File: src/logic/usdh_cfg.svh
`ifndef USDH_CFG_SVH
`define USDH_CFG_SVH

// ==========================================
// register addresses
`define USDH_ADDR_DATA 32'h50001100
`define USDH_ADDR_MASK 32'h50001104
`define USDH_ADDR_FCTL 32'h50001108
`define USDH_ADDR_CTL 32'h5000110C
`define USDH_ADDR_DIV 32'h50001110
`define USDH_ADDR_LSTAT 32'h50001114
`define USDH_ADDR_ISTAT 32'h50001118
`define USDH_SHADOW_RX_TX_DATA_2 32'h50001138
`define USDH_SHADOW_RX_TX_DATA_3 32'h5000113C
`define USDH_SHADOW_FIRST (`USDH_SHADOW_RX_TX_DATA_2 - 32'h00000008)
`define USDH_SHADOW_LAST (`USDH_SHADOW_FIRST + 32'h0000003C)

// ==========================================
// field positions
`define USDH_FC_EN 0
`define USDH_FC_RXCLR 1
`define USDH_FC_TXCLR 2
`define USDH_CTL_IR 0
`define USDH_EV_RX 0
`define USDH_EV_OE 1
`define USDH_EV_TX_HOLDING_EMPTY 2
`define USDH_EV_LOST 3

// ==========================================
// reset values and timing
`define USDH_DIV_RST 16'h0010
`define USDH_DIV_MIN 16'h0002
`define USDH_IR_SHIFT 2
`define USDH_NEV 4

`endif

File: src/logic/usdh_pkg.sv
package usdh_pkg;

  typedef enum logic [1:0] {RX_IDLE, RX_START, RX_DATA, RX_STOP} usdh_rx_st_t;
  typedef enum logic [1:0] {TX_IDLE, TX_START, TX_DATA, TX_STOP} usdh_tx_st_t;

endpackage

File: src/logic/usdh_sync.sv
`timescale 1ns/1ps

module usdh_sync #(
  parameter int W = 2
) (
  // clock and reset
  input wire logic clock,
  input wire logic rstn,
  // levels
  input wire logic [W-1:0] d,
  output logic [W-1:0] q
);

  logic [W-1:0] meta;

  // idle level of both serial inputs is low after reset
  generate
    for (genvar i = 0; i < W; i++)
    begin : g_bit
      always_ff @(posedge clock or negedge rstn)
      begin
        if (!rstn)
        begin
          meta[i] <= 1'b0;
          q[i] <= 1'b0;
        end
        else
        begin
          meta[i] <= d[i];
          q[i] <= meta[i];
        end
      end
    end
  endgenerate

endmodule

File: src/logic/usdh_mem.sv
`timescale 1ns/1ps

module usdh_mem #(
  parameter int W = 8,
  parameter int DEPTH = 16,
  parameter int AW = $clog2(DEPTH)
) (
  // clock and reset
  input wire logic clock,
  input wire logic rstn,
  // write port
  input wire logic we,
  input wire logic [AW-1:0] wa,
  input wire logic [W-1:0] wd,
  // read port, data one edge after the address
  input wire logic [AW-1:0] ra,
  output logic [W-1:0] rd_data
);

  logic [W-1:0] mem [DEPTH];

  always_ff @(posedge clock)
  begin
    if (we)
      mem[wa] <= wd;
  end

  // bypass so a word written this edge is seen at once
  always_ff @(posedge clock or negedge rstn)
  begin
    if (!rstn)
      rd_data <= '0;
    else if (we && wa == ra)
      rd_data <= wd;
    else
      rd_data <= mem[ra];
  end

endmodule

File: src/logic/usdh_top.sv
`timescale 1ns/1ps
`include "usdh_cfg.svh"

module usdh_top import usdh_pkg::*; #(
  parameter int DEPTH = 16
) (
  // clock and reset
  input wire logic clock,
  input wire logic rstn,
  // register port
  input wire logic [31:0] bus_addr,
  input wire logic [31:0] bus_wdata,
  input wire logic bus_wr,
  input wire logic bus_rd,
  output logic [31:0] bus_rdata,
  // serial link
  input wire logic sin,
  input wire logic sir_in,
  output logic sout,
  output logic sir_out_n,
  // interrupt
  output logic irq
);

  localparam int AW = $clog2(DEPTH);
  localparam logic [AW:0] DEPTH_C = (AW+1)'(DEPTH);
  localparam logic [AW:0] ONE_C = (AW+1)'(1);

  generate
    if (DEPTH < 2 || (DEPTH & (DEPTH - 1)) != 0)
    begin : g_bad_depth
      $error("usdh_top: DEPTH must be a power of two, at least 2");
    end
  endgenerate

  typedef struct packed {
    logic [AW-1:0] rx_wp;
    logic [AW-1:0] rx_rp;
    logic [AW:0] rx_cnt;
    logic [AW-1:0] tx_wp;
    logic [AW-1:0] tx_rp;
    logic [AW:0] tx_cnt;
    logic [31:0] rdata;
    logic fifo_en;
    logic ir_mode;
    logic [15:0] divisor;
    logic [`USDH_NEV-1:0] mask;
    logic [`USDH_NEV-1:0] istat;
    logic overrun;
    logic irq;
    usdh_rx_st_t rx_st;
    logic [15:0] rx_div;
    logic [2:0] rx_bit;
    logic [7:0] rx_sh;
    logic rx_z;
    usdh_tx_st_t tx_st;
    logic [15:0] tx_div;
    logic [2:0] tx_bit;
    logic [7:0] tx_sh;
    logic sout;
    logic sir_out_n;
  } usdh_state_t;

  usdh_state_t s;
  usdh_state_t n;

  // ==========================================
  // input synchronisers and storage
  logic sin_low_s;
  logic sir_s;
  logic [7:0] rx_head;
  logic [7:0] tx_head;
  logic rx_we;
  logic tx_we;
  logic [AW-1:0] rx_wa;
  logic [AW-1:0] tx_wa;

  // plain line inverted ahead of the first stage so both lines idle low, as after reset
  usdh_sync #(.W(2)) u_sync (
    .clock(clock),
    .rstn(rstn),
    .d({sir_in, ~sin}),
    .q({sir_s, sin_low_s})
  );

  // read address looks ahead so the head word is ready on every edge
  usdh_mem #(.W(8), .DEPTH(DEPTH)) u_rx_mem (
    .clock(clock),
    .rstn(rstn),
    .we(rx_we),
    .wa(rx_wa),
    .wd(s.rx_sh),
    .ra(n.rx_rp),
    .rd_data(rx_head)
  );

  usdh_mem #(.W(8), .DEPTH(DEPTH)) u_tx_mem (
    .clock(clock),
    .rstn(rstn),
    .we(tx_we),
    .wa(tx_wa),
    .wd(bus_wdata[7:0]),
    .ra(n.tx_rp),
    .rd_data(tx_head)
  );

  // ==========================================
  // address decode
  logic sh_hit;
  logic rd_data_hit;
  logic wr_data_hit;
  logic ls_read;
  logic is_read;

  assign sh_hit = bus_addr >= `USDH_SHADOW_FIRST && bus_addr <= `USDH_SHADOW_LAST
                  && bus_addr[1:0] == 2'h0;
  assign rd_data_hit = bus_rd && (sh_hit || bus_addr == `USDH_ADDR_DATA);
  assign wr_data_hit = bus_wr && (sh_hit || bus_addr == `USDH_ADDR_DATA);
  assign ls_read = bus_rd && bus_addr == `USDH_ADDR_LSTAT;
  assign is_read = bus_rd && bus_addr == `USDH_ADDR_ISTAT;

  // ==========================================
  // fifo bookkeeping
  logic [AW:0] cap;
  logic rx_push;
  logic rx_pop;
  logic rx_full;
  logic rx_acc;
  logic tx_pop;
  logic tx_full;
  logic tx_acc;
  logic rx_clr;
  logic tx_clr;
  logic fc_wr;
  logic [`USDH_NEV-1:0] ev;

  // fifos off behave as a single-entry holding register
  assign cap = s.fifo_en ? DEPTH_C : ONE_C;
  assign rx_pop = rd_data_hit && s.rx_cnt != '0;
  // a pop in the same cycle frees the slot first
  assign rx_full = (s.rx_cnt - {{AW{1'b0}}, rx_pop}) >= cap;
  assign rx_acc = rx_push && !rx_full;
  assign rx_we = rx_push && (!rx_full || !s.fifo_en);
  assign rx_wa = rx_full ? s.rx_rp : s.rx_wp;
  assign tx_pop = s.tx_st == TX_IDLE && s.tx_cnt != '0;
  assign tx_full = (s.tx_cnt - {{AW{1'b0}}, tx_pop}) >= cap;
  assign tx_acc = wr_data_hit && !tx_full;
  assign tx_we = wr_data_hit && (!tx_full || !s.fifo_en);
  assign tx_wa = tx_full ? s.tx_rp : s.tx_wp;
  // changing the fifo mode flushes both sides
  assign fc_wr = bus_wr && bus_addr == `USDH_ADDR_FCTL;
  assign rx_clr = fc_wr && (bus_wdata[`USDH_FC_EN] != s.fifo_en || bus_wdata[`USDH_FC_RXCLR]);
  assign tx_clr = fc_wr && (bus_wdata[`USDH_FC_EN] != s.fifo_en || bus_wdata[`USDH_FC_TXCLR]);

  assign ev[`USDH_EV_RX] = rx_push;
  assign ev[`USDH_EV_OE] = rx_push && rx_full;
  assign ev[`USDH_EV_TX_HOLDING_EMPTY] = tx_pop && s.tx_cnt == ONE_C && !tx_acc;
  assign ev[`USDH_EV_LOST] = wr_data_hit && tx_full && s.fifo_en;

  // ==========================================
  // serial timing
  logic rx_zero;
  logic rx_mid;
  logic rx_end;
  logic bitz;
  logic tx_end;
  logic tx_lvl;
  logic tx_holding_empty;
  logic temt;

  // infrared zero is a pulse anywhere in the bit, plain zero is sampled mid-bit
  assign rx_zero = s.ir_mode ? sir_s : sin_low_s;
  assign rx_mid = s.rx_div == (s.divisor >> 1);
  // at or past the end, so a divisor lowered mid-frame cannot strand the counter
  assign rx_end = s.rx_div >= s.divisor - 16'h0001;
  assign bitz = s.rx_z | (rx_zero & (s.ir_mode | rx_mid));
  assign rx_push = s.rx_st == RX_STOP && rx_end;
  assign tx_end = s.tx_div >= s.divisor - 16'h0001;
  assign tx_lvl = s.tx_st == TX_START ? 1'b0 : (s.tx_st == TX_DATA ? s.tx_sh[0] : 1'b1);
  assign tx_holding_empty = s.tx_cnt == '0;
  assign temt = tx_holding_empty && s.tx_st == TX_IDLE;

  // ==========================================
  // next state
  always_comb
  begin
    n = s;
    n.rdata = '0;
    if (bus_wr)
    begin
      if (bus_addr == `USDH_ADDR_CTL)
        n.ir_mode = bus_wdata[`USDH_CTL_IR];
      else if (bus_addr == `USDH_ADDR_DIV)
        n.divisor = bus_wdata[15:0] < `USDH_DIV_MIN ? `USDH_DIV_MIN : bus_wdata[15:0];
      else if (bus_addr == `USDH_ADDR_MASK)
        n.mask = bus_wdata[`USDH_NEV-1:0];
      else if (fc_wr)
        n.fifo_en = bus_wdata[`USDH_FC_EN];
    end
    if (rd_data_hit)
      // an empty receive side reads zero, never an unwritten memory word
      n.rdata = {24'h000000, s.rx_cnt != '0 ? rx_head : 8'h00};
    else if (ls_read)
      n.rdata = {25'h0, temt, tx_holding_empty, 3'h0, s.overrun, s.rx_cnt != '0};
    else if (is_read)
      n.rdata = {{(32-`USDH_NEV){1'b0}}, s.istat};
    else if (bus_rd && bus_addr == `USDH_ADDR_MASK)
      n.rdata = {{(32-`USDH_NEV){1'b0}}, s.mask};
    else if (bus_rd && bus_addr == `USDH_ADDR_FCTL)
      n.rdata = {31'h00000000, s.fifo_en};
    else if (bus_rd && bus_addr == `USDH_ADDR_CTL)
      n.rdata = {31'h00000000, s.ir_mode};
    else if (bus_rd && bus_addr == `USDH_ADDR_DIV)
      n.rdata = {16'h0000, s.divisor};

    // receive fifo pointers
    if (rx_pop)
      n.rx_rp = s.rx_rp + 1'b1;
    if (rx_acc)
      n.rx_wp = s.rx_wp + 1'b1;
    n.rx_cnt = s.rx_cnt - {{AW{1'b0}}, rx_pop} + {{AW{1'b0}}, rx_acc};
    if (rx_clr)
    begin
      n.rx_rp = '0;
      n.rx_wp = '0;
      n.rx_cnt = '0;
    end

    // transmit fifo pointers
    if (tx_pop)
      n.tx_rp = s.tx_rp + 1'b1;
    if (tx_acc)
      n.tx_wp = s.tx_wp + 1'b1;
    n.tx_cnt = s.tx_cnt - {{AW{1'b0}}, tx_pop} + {{AW{1'b0}}, tx_acc};
    if (tx_clr)
    begin
      n.tx_rp = '0;
      n.tx_wp = '0;
      n.tx_cnt = '0;
    end

    // sticky flags, a set in the clearing cycle wins
    n.overrun = (ls_read ? 1'b0 : s.overrun) | ev[`USDH_EV_OE];
    n.istat = (is_read ? '0 : s.istat) | ev;
    n.irq = |(n.istat & n.mask);

    // receiver
    unique case (s.rx_st)
      RX_IDLE:
      begin
        if (rx_zero)
        begin
          n.rx_st = RX_START;
          // the detecting edge is the first cycle of the start bit
          n.rx_div = 16'h0001;
          n.rx_z = s.ir_mode;
        end
      end
      RX_START, RX_DATA, RX_STOP:
      begin
        n.rx_div = rx_end ? 16'h0000 : s.rx_div + 16'h0001;
        n.rx_z = rx_end ? 1'b0 : bitz;
        if (rx_end)
        begin
          unique case (s.rx_st)
            RX_START:
            begin
              // a start that is not low at its sample point is noise
              n.rx_st = bitz ? RX_DATA : RX_IDLE;
              n.rx_bit = 3'h0;
            end
            RX_DATA:
            begin
              n.rx_sh = {~bitz, s.rx_sh[7:1]};
              n.rx_bit = s.rx_bit + 3'h1;
              if (s.rx_bit == 3'h7)
                n.rx_st = RX_STOP;
            end
            RX_STOP:
              n.rx_st = RX_IDLE;
            RX_IDLE:
              n.rx_st = RX_IDLE;
          endcase
        end
      end
    endcase

    // transmitter, 8 data bits lsb first and one stop bit
    unique case (s.tx_st)
      TX_IDLE:
      begin
        if (tx_pop)
        begin
          n.tx_sh = tx_head;
          n.tx_st = TX_START;
          n.tx_div = '0;
        end
      end
      TX_START, TX_DATA, TX_STOP:
      begin
        n.tx_div = tx_end ? 16'h0000 : s.tx_div + 16'h0001;
        if (tx_end)
        begin
          unique case (s.tx_st)
            TX_START:
            begin
              n.tx_st = TX_DATA;
              n.tx_bit = 3'h0;
            end
            TX_DATA:
            begin
              n.tx_sh = {1'b0, s.tx_sh[7:1]};
              n.tx_bit = s.tx_bit + 3'h1;
              if (s.tx_bit == 3'h7)
                n.tx_st = TX_STOP;
            end
            TX_STOP:
              n.tx_st = TX_IDLE;
            TX_IDLE:
              n.tx_st = TX_IDLE;
          endcase
        end
      end
    endcase
    // infrared zero is a short low pulse at the start of the bit
    n.sout = s.ir_mode | tx_lvl;
    n.sir_out_n = ~(s.ir_mode & ~tx_lvl & (s.tx_div <= (s.divisor >> `USDH_IR_SHIFT)));
  end

  always_ff @(posedge clock or negedge rstn)
  begin
    if (!rstn)
    begin
      s <= '0;
      s.divisor <= `USDH_DIV_RST;
      s.sout <= 1'b1;
      s.sir_out_n <= 1'b1;
    end
    else
      s <= n;
  end

  assign bus_rdata = s.rdata;
  assign sout = s.sout;
  assign sir_out_n = s.sir_out_n;
  assign irq = s.irq;
endmodule

File: config.mk
export PLATFORM = sky130hd
export DESIGN_NAME = usdh_top
export DESIGN_NICKNAME = d
export VERILOG_FILES = /design/src/logic/usdh_pkg.sv /design/src/logic/usdh_sync.sv /design/src/logic/usdh_mem.sv /design/src/logic/usdh_top.sv
export VERILOG_INCLUDE_DIRS = /design/src /design/src/logic
export SDC_FILE = /design/constraint.sdc
export NUM_CORES = 1
export LEC_CHECK = 0
export BUFFER_PORTS_ARGS = -buffer_cell sky130_fd_sc_hd__buf_2
export CORE_UTILIZATION = 25
export DETAILED_ROUTE_END_ITERATION = 10
export GPL_ROUTABILITY_DRIVEN = 1
export HOLD_SLACK_MARGIN = 0.02
export SLEW_MARGIN = 20
export SYNTH_ARGS = -nofsm -noshare
export SYNTH_HDL_FRONTEND = slang
export SYNTH_SLANG_ARGS = --single-unit
File: constraint.sdc
create_clock -name clock -period 5.15 [get_ports clock]
set_input_delay 0.2575 -clock clock [delete_from_list [all_inputs] [get_ports clock]]
set_output_delay 0.2575 -clock clock [all_outputs]
set_load 0.1 [all_outputs]
* Word level (Yosys, flattened, before mapping)
Memory sizes are Yosys's and may differ from the RTL's. A register that Yosys moved wholly into a read port is not among the register bits.
Cells that the tools add are included.
** Storage, ports and cells
- Bits in registers :: 151
- Memory bits (writable) :: 256
- Input bits :: 70
- Output and inout port bits :: 35
- Word-level logic and storage cells :: 205
- Memories :: 2
** Memory list
- u_rx_mem.mem :: depth 16, width 8, rd ports 1, clocked after Yosys merged registers in 1, wr ports 1, line usdh_mem.sv:20 : logic [W-1:0] mem [DEPTH];
- u_tx_mem.mem :: depth 16, width 8, rd ports 1, clocked after Yosys merged registers in 1, wr ports 1, line usdh_mem.sv:20
** Cells by class
- Add/subtract/negate cells :: 13
- Order comparisons :: 8
- Eq/ne operators :: 25
- Muxes and demuxes :: 53
- Bitwise logic cells :: 16
- Reductions and logical operators :: 59
** Operators by type and width (count)
- 32-bit by 31-bit equality test with 1-bit output, second input constant :: 7
- 16-bit 2-to-1 mux :: 10
- 18-bit one-hot mux with 2 select lines :: 2
- 4-bit 2-to-1 mux :: 11
- 18-bit 2-to-1 mux :: 2
- 16-bit by 1-bit adder with 16-bit output, second input constant :: 2
- 16-bit >= comparator :: 2
- 32-bit by 31-bit >= comparator with 1-bit output, second input constant :: 1
- 32-bit by 31-bit less-or-equal comparator with 1-bit output, second input constant :: 1
- 8-bit 2-to-1 mux :: 4
- 1-bit logical AND :: 26
- 13-bit 2-to-1 mux :: 2
- 3-bit AND reduction :: 7
- 4-bit by 1-bit adder with 4-bit output, second input constant :: 4
- 16-bit by 15-bit equality test with 1-bit output :: 1
- 16-bit by 14-bit less-or-equal comparator with 1-bit output :: 1
- 16-bit by 2-bit less-than comparator with 1-bit output, second input constant :: 1
- 8-bit one-hot mux with 2 select lines :: 1
- 16-bit by 1-bit subtractor with 16-bit output, second input constant :: 1
- 2-bit one-hot mux with 3 select lines :: 2
- 3-bit one-hot mux with 2 select lines :: 2
- 5-bit by 1-bit adder with 5-bit output :: 2
- 5-bit >= comparator :: 2
- 1-bit 2-to-1 mux :: 10
- 27 further kinds :: 70

* Longest topological paths before layout
- Word-level depth :: 13
- Gate-level depth with buffers :: 20
- Depth with buffers taken out :: 19

* By module
Synthesis repeated with hierarchy kept, for this count alone.
** Unflattened totals
- Cells, all modules :: 1381
- Area, all modules :: 19528.7 um^2
** Modules (own cells, without submodules)
- usdh_mem :: instances 2, cells an instance 242, area an instance 5440.2 um^2, sequential area each 4043.9 um^2
- usdh_top :: instances 1, cells an instance 893, area an instance 8548.2 um^2, sequential area each 3281.9 um^2
- usdh_sync :: instances 1, cells an instance 4, area an instance 100.1 um^2, sequential area each 100.1 um^2

* Worst setup path after synthesis
OpenSTA, ideal clock, no wires.
- Path kind :: in2reg
- From :: input bus_addr[31]
- To :: register u_rx_mem.rd_data[0] (read register of u_rx_mem.mem)
- Setup time :: 0.128 ns
- Arrival :: 4.626 ns
- Data required time :: 5.022 ns
- Path slack :: 0.395 ns
- Stages :: 20
- Path buffers :: 3
- Path through :: nor4_4 > nand4_1 > or2_1 > a211oi_4 > clkbuf_1 > ha_1 > ha_1 > nand2_1 > xnor2_1 > ha_1 > nor4_1 > a21o_1 > clkbuf_1 > mux2i_1 > a21boi_0 > a31oi_1 > o211ai_1 > or2_2 > buf_2 > a31oi_1
** On the way
- Word-level cells in the longest chain between the ends :: 8
- Elaborated cells on any way between the ends :: 13
- Classes of those cells :: order compare (2); eq/ne (2); mux (2); reduce/logical (7)
** Ends and longest elaborated chain
- start, declared :: line usdh_top.sv:11 : input wire logic [31:0] bus_addr,
- 32-bit by 31-bit >= comparator with 1-bit output (no line) / 32-bit by 31-bit less-or-equal comparator with 1-bit output (equally long branches)
- 1-bit logical AND (no line)
- 1-bit logical AND :: line usdh_top.sv:115 : assign sh_hit = bus_addr >= `USDH_SHADOW_FIRST && bus_addr <= `USDH_SHADOW_LAST
- 1-bit logical OR (no line)
- 1-bit logical AND :: line usdh_top.sv:117 : assign rd_data_hit = bus_rd && (sh_hit || bus_addr == `USDH_ADDR_DATA);
- 1-bit logical AND :: line usdh_top.sv:139 : assign rx_pop = rd_data_hit && s.rx_cnt != '0;
- 4-bit 2-to-1 mux :: line usdh_top.sv:217 : if (rx_pop)
- 13-bit 2-to-1 mux (*) :: line usdh_top.sv:222 : if (rx_clr)
- end, declared :: line usdh_mem.sv:17 : output logic [W-1:0] rd_data
Mark *: on every way between the ends. The rest lies on a longest branch, timed or not.
A chain may end at the register's enable or synchronous reset.

* Worst setup path after layout
- From :: register s[125] in the netlist's numbering
- To :: memory u_tx_mem.mem[13][6], enable pin
** On the way
- Word-level cells in the longest chain between the ends :: 9
- Elaborated cells on any way between the ends :: 10
- Classes of those cells :: add/sub (1); order compare (1); mux (3); reduce/logical (5)
** Ends and longest elaborated chain
- start, declared :: line usdh_top.sv:64 : usdh_state_t s;
- start signal, assigned :: line usdh_top.sv:340 : s <= n;
- 5-bit nonzero test :: line usdh_top.sv:145 : assign tx_pop = s.tx_st == TX_IDLE && s.tx_cnt != '0;
- 1-bit logical AND :: line usdh_top.sv:145
- 5-bit by 1-bit subtractor with 5-bit output (*) :: line usdh_top.sv:146 : assign tx_full = (s.tx_cnt - {{AW{1'b0}}, tx_pop}) >= cap;
- 5-bit >= comparator (*) :: line usdh_top.sv:146
- 1-bit logical NOT :: line usdh_top.sv:148 : assign tx_we = wr_data_hit && (!tx_full || !s.fifo_en);
- 1-bit logical OR :: line usdh_top.sv:148
- 1-bit logical AND :: line usdh_top.sv:148
- 1-bit 2-to-1 mux :: line usdh_mem.sv:24 : if (we)
- 1-bit 2-to-1 mux (not written as such) :: line usdh_mem.sv:25 : mem[wa] <= wd;
- end, declared :: line usdh_mem.sv:20
Marks and branches as above.

==> impl_metrics.ini <==
[outcome]
outcome = finished clean

[worst_setup_path]
worstSetupPathType = register to register
cp.required_ns = 5.36
startpoint_type = register
cp_max_fo = 14
critPathArrivalTime_ns = 5.10
crit_path_end_kind = register

[floorplan]
core_um2 = 77980
num_io_pins = 105
initial_core_util_pct = 25.46
rows = 102
die-area_um2 = 80550
dieHeight_um = 283.8
die_w_um = 283.8

[timing]
fin_worst_skew_ns = 0.02196
maxSlewViolCount = 0
setup_viol = 0
hold_viol_final = 0
slew_headroom_pct = 26.00
timing.final.crit_share_pct = 94.88
max_clock_freq_ghz = 0.2047
min_period_ns = 4.886
worstMarginPinSlew_ns = 1.106
tns_ns = 0

[detailed_routing]
drc = 0
vias = 13561
wl_per_cell_um = 17.87
wirelength_mm = 50.31
ant_nets = 0
viasPerCell = 4.817
drtPass1Iterations = 6
drtIter0Drc = 1068

[clock_network]
cts_tree = built
clock_latency_ns = 0.58
cts.path.max_buffers = 3
clock_sinks = 407
ctsRootBufferMaster = clkbuf_16
cts_setup_buffers = 0
cts_buffers = 44
htree_levels = 2
clk_pin_slew_ns = 0.06

[cells_and_area]
final_nets = 1886
syn_to_final_growth_pct = 15.81
num_antenna_cells = 0
drive_above_1_share_pct = 16.96
stdcell_count = 2815
final_util_pct = 29.49

[grt]
grt_usage_pct = 12.29
grt_pass1_vias = 13401
grt_overflow_total = 0
grt_max_degree = 100
grt_first_pass_wirelength_mm = 78.36
antenna_found_initial = 1

[synth]
ys_async_sr_fraction_pct = 37.10
synth-main-ff-cell = edfxtp_1
synthTopCellsByArea = edfxtp_1 39%, dfrtp_1 19%, ha_1 4.9%, mux2_2 4.6%, mux2i_1 3.0%
synth_edf_count = 256
avgSynthCellArea_um2 = 11.98
synth-compound-area-share_pct = 11.94
yosys.area_share.simple_pct = 11.02
yosys.area.top_type_share_pct = 38.72
synthXorXnorAreaFrac_pct = 3.082
synth_cells = 1657
synth_top_family_by_area = compound AO/OA/AOI/OAI gates
yosysSeqAreaShare_pct = 57.77
netlist_area_um2 = 19850
synth_mux_area_share_pct = 7.569
synth_cell_types = 72
ys_ff_latch = 407
ys_warn_count = 0
synthAdderAreaFrac_pct = 4.853
synth.largest_area_cell = edfxtp_1

[placement]
gp_congestion = 0.8545
place_inst = 2722
numPortBuffers = 72
dpl.hpwl_mm = 35.27

[flow_run]
max_cap_violations = 0

[power_and_ir_drop]
ir_drop_uv = 214.5
p_leak_nw = 9.515
power_density_nw_per_um2 = 319.0

[worst_hold_path]
hp-class = input pin to register
through the flow:
| stage | power, mW | hold slack (ns) | setup slack (ns) | instance area (um^2) |
|---|---|---|---|---|
| after detailed placement | 4.203 | 0.3386 | 0.2637 | 21410 |
| after floorplan | 4.002 | -0.03809 | 0.3952 | 19910 |
| final | 7.335 | 0.1012 | 0.2638 | 22990 |
| after global placement | 4.189 | 0.3435 | 0.3571 | 21410 |
| after global routing | 7.597 | 0.1089 | -0.01758 | 22990 |
| after CTS | 7.395 | 0.09249 | 0.2726 | 22980 |
worst max-delay path, cell delays in order (launching register included):
cell     delay [ns]
dfrtp_1        0.40
or4_1          0.64
o21ai_2        0.33
inv_1          0.12
ha_1           0.22
ha_1           0.21
xor2_1         0.19
or4_1          0.51
a21o_1         0.36
a21oi_1        0.41
o21ai_0        0.42
nor2_1         0.71
state kept, by name (all words and copies together) (netlist names):
register          count
u_rx_mem.mem        128
irq                   1
u_sync.q              2
sout                  1
u_tx_mem.mem        128
sir_out_n             1
u_sync.meta           2
u_tx_mem.rd_data      8
u_rx_mem.rd_data      8
bus_rdata            16
s                   112
cell type report:
cell class                 instances  area [um^2]
fill                            7892        54990
sequential                       407        11470
multi-input combinational       1103         7741
tap                             1040         1301
clock buffer                      68         1282
timing repair buffer             123        789.5
inverter                          60        225.2
clock inverter                    14        182.7
Yosys cell counts (10+ instances only):
| master | n |
|---|---|
| mux2i_1 | 59 |
| clkbuf_1 | 56 |
| nand2_1 | 120 |
| edfxtp_1 | 256 |
| nor4_1 | 14 |
| nand2b_1 | 13 |
| nor2b_1 | 18 |
| a211oi_1 | 18 |
| a21o_1 | 20 |
| a21oi_1 | 63 |
| xor2_1 | 21 |
| nor2_1 | 117 |
| xnor2_1 | 47 |
| nor3b_1 | 12 |
| o21ai_0 | 94 |
| nand4_1 | 22 |
| or4_1 | 11 |
| buf_4 | 32 |
| dfrtp_1 | 148 |
| a22o_1 | 15 |
| and3_1 | 27 |
| mux2_2 | 81 |
| ha_1 | 77 |
| a31o_2 | 24 |
| nand3_1 | 25 |
| o22ai_1 | 20 |
| nor3_1 | 34 |
| a222oi_1 | 10 |
| a31oi_1 | 30 |
| inv_1 | 59 |
| or3_1 | 16 |
logic make-up after synthesis:
kind of cell / count (synthesis)
buffers and inverters: 162
multiplexers: 140
adder cells (fa/ha/maj): 77
other: 1
AND/OR/NAND/NOR: 446
XOR/XNOR: 69
AO/OA/AOI/OAI: 355
flip-flops: 407
worst paths after layout:
| check | start | endpoint | slack, ns | cells past startpoint |
|---|---|---|---|---|
| hold reg to reg | u_sync.meta[0] | u_sync.q[0] | 0.35 | 0 |
| min in group asynchronous | rstn | bus_rdata[14] | 0.33 | 2 |
| setup reg to reg | s[125] | u_tx_mem.mem[13][6] | 0.26 | 11 |
| hold / removal | bus_wdata[4] | u_tx_mem.mem[9][4] | 0.10 | 1 |
| max in group asynchronous | rstn | s[135] | 3.43 | 3 |
| setup / recovery | s[125] | u_tx_mem.mem[13][6] | 0.26 | 11 |
timing repair:
item | CTS | global route
hold buffers | 11 | 0
resized for setup | 0 | 3
setup endpoints to repair | 0 | 24
hold endpoints to repair | 105 | 0
layer usage:
metal | track usage, % | wire [um] | vias up
li1 | - | - | 6318
met1 | 17.23 | 23010 | 6761
met2 | 19.25 | 23040 | 413
met3 | 2.484 | 3330 | 67
met4 | 3.081 | 927 | 2
met5 | 0 | 13 | -
cells in the final DEF, fill, tap and decap left out, types with 18 or more instances in the layout:
master,count
edfxtp_1,256
dfrtp_1,148
nand2_1,120
nor2_1,113
o21ai_0,94
mux2_2,81
ha_1,77
buf_2,71
a21oi_1,63
inv_1,59
mux2i_1,59
xnor2_1,47
clkbuf_16,45
buf_4,39
nor3_1,34
a31oi_1,30
and3_1,27
nand3_1,25
a31o_2,24
nand4_1,22
xor2_1,21
a21o_1,20
o22ai_1,20
nor2b_1,18
a211oi_1,18
power breakdown:
group | switching, mW | leakage [nW] | total, mW | internal [mW]
Combinational | 0.387 | 4.21 | 0.594 | 0.207
Clock | 1.32 | 0.705 | 3.19 | 1.87
Sequential | 0.0494 | 4.60 | 3.55 | 3.50
Total | 1.75 | 9.52 | 7.33 | 5.58
Note: power is estimated with default switching activity, not from simulation.
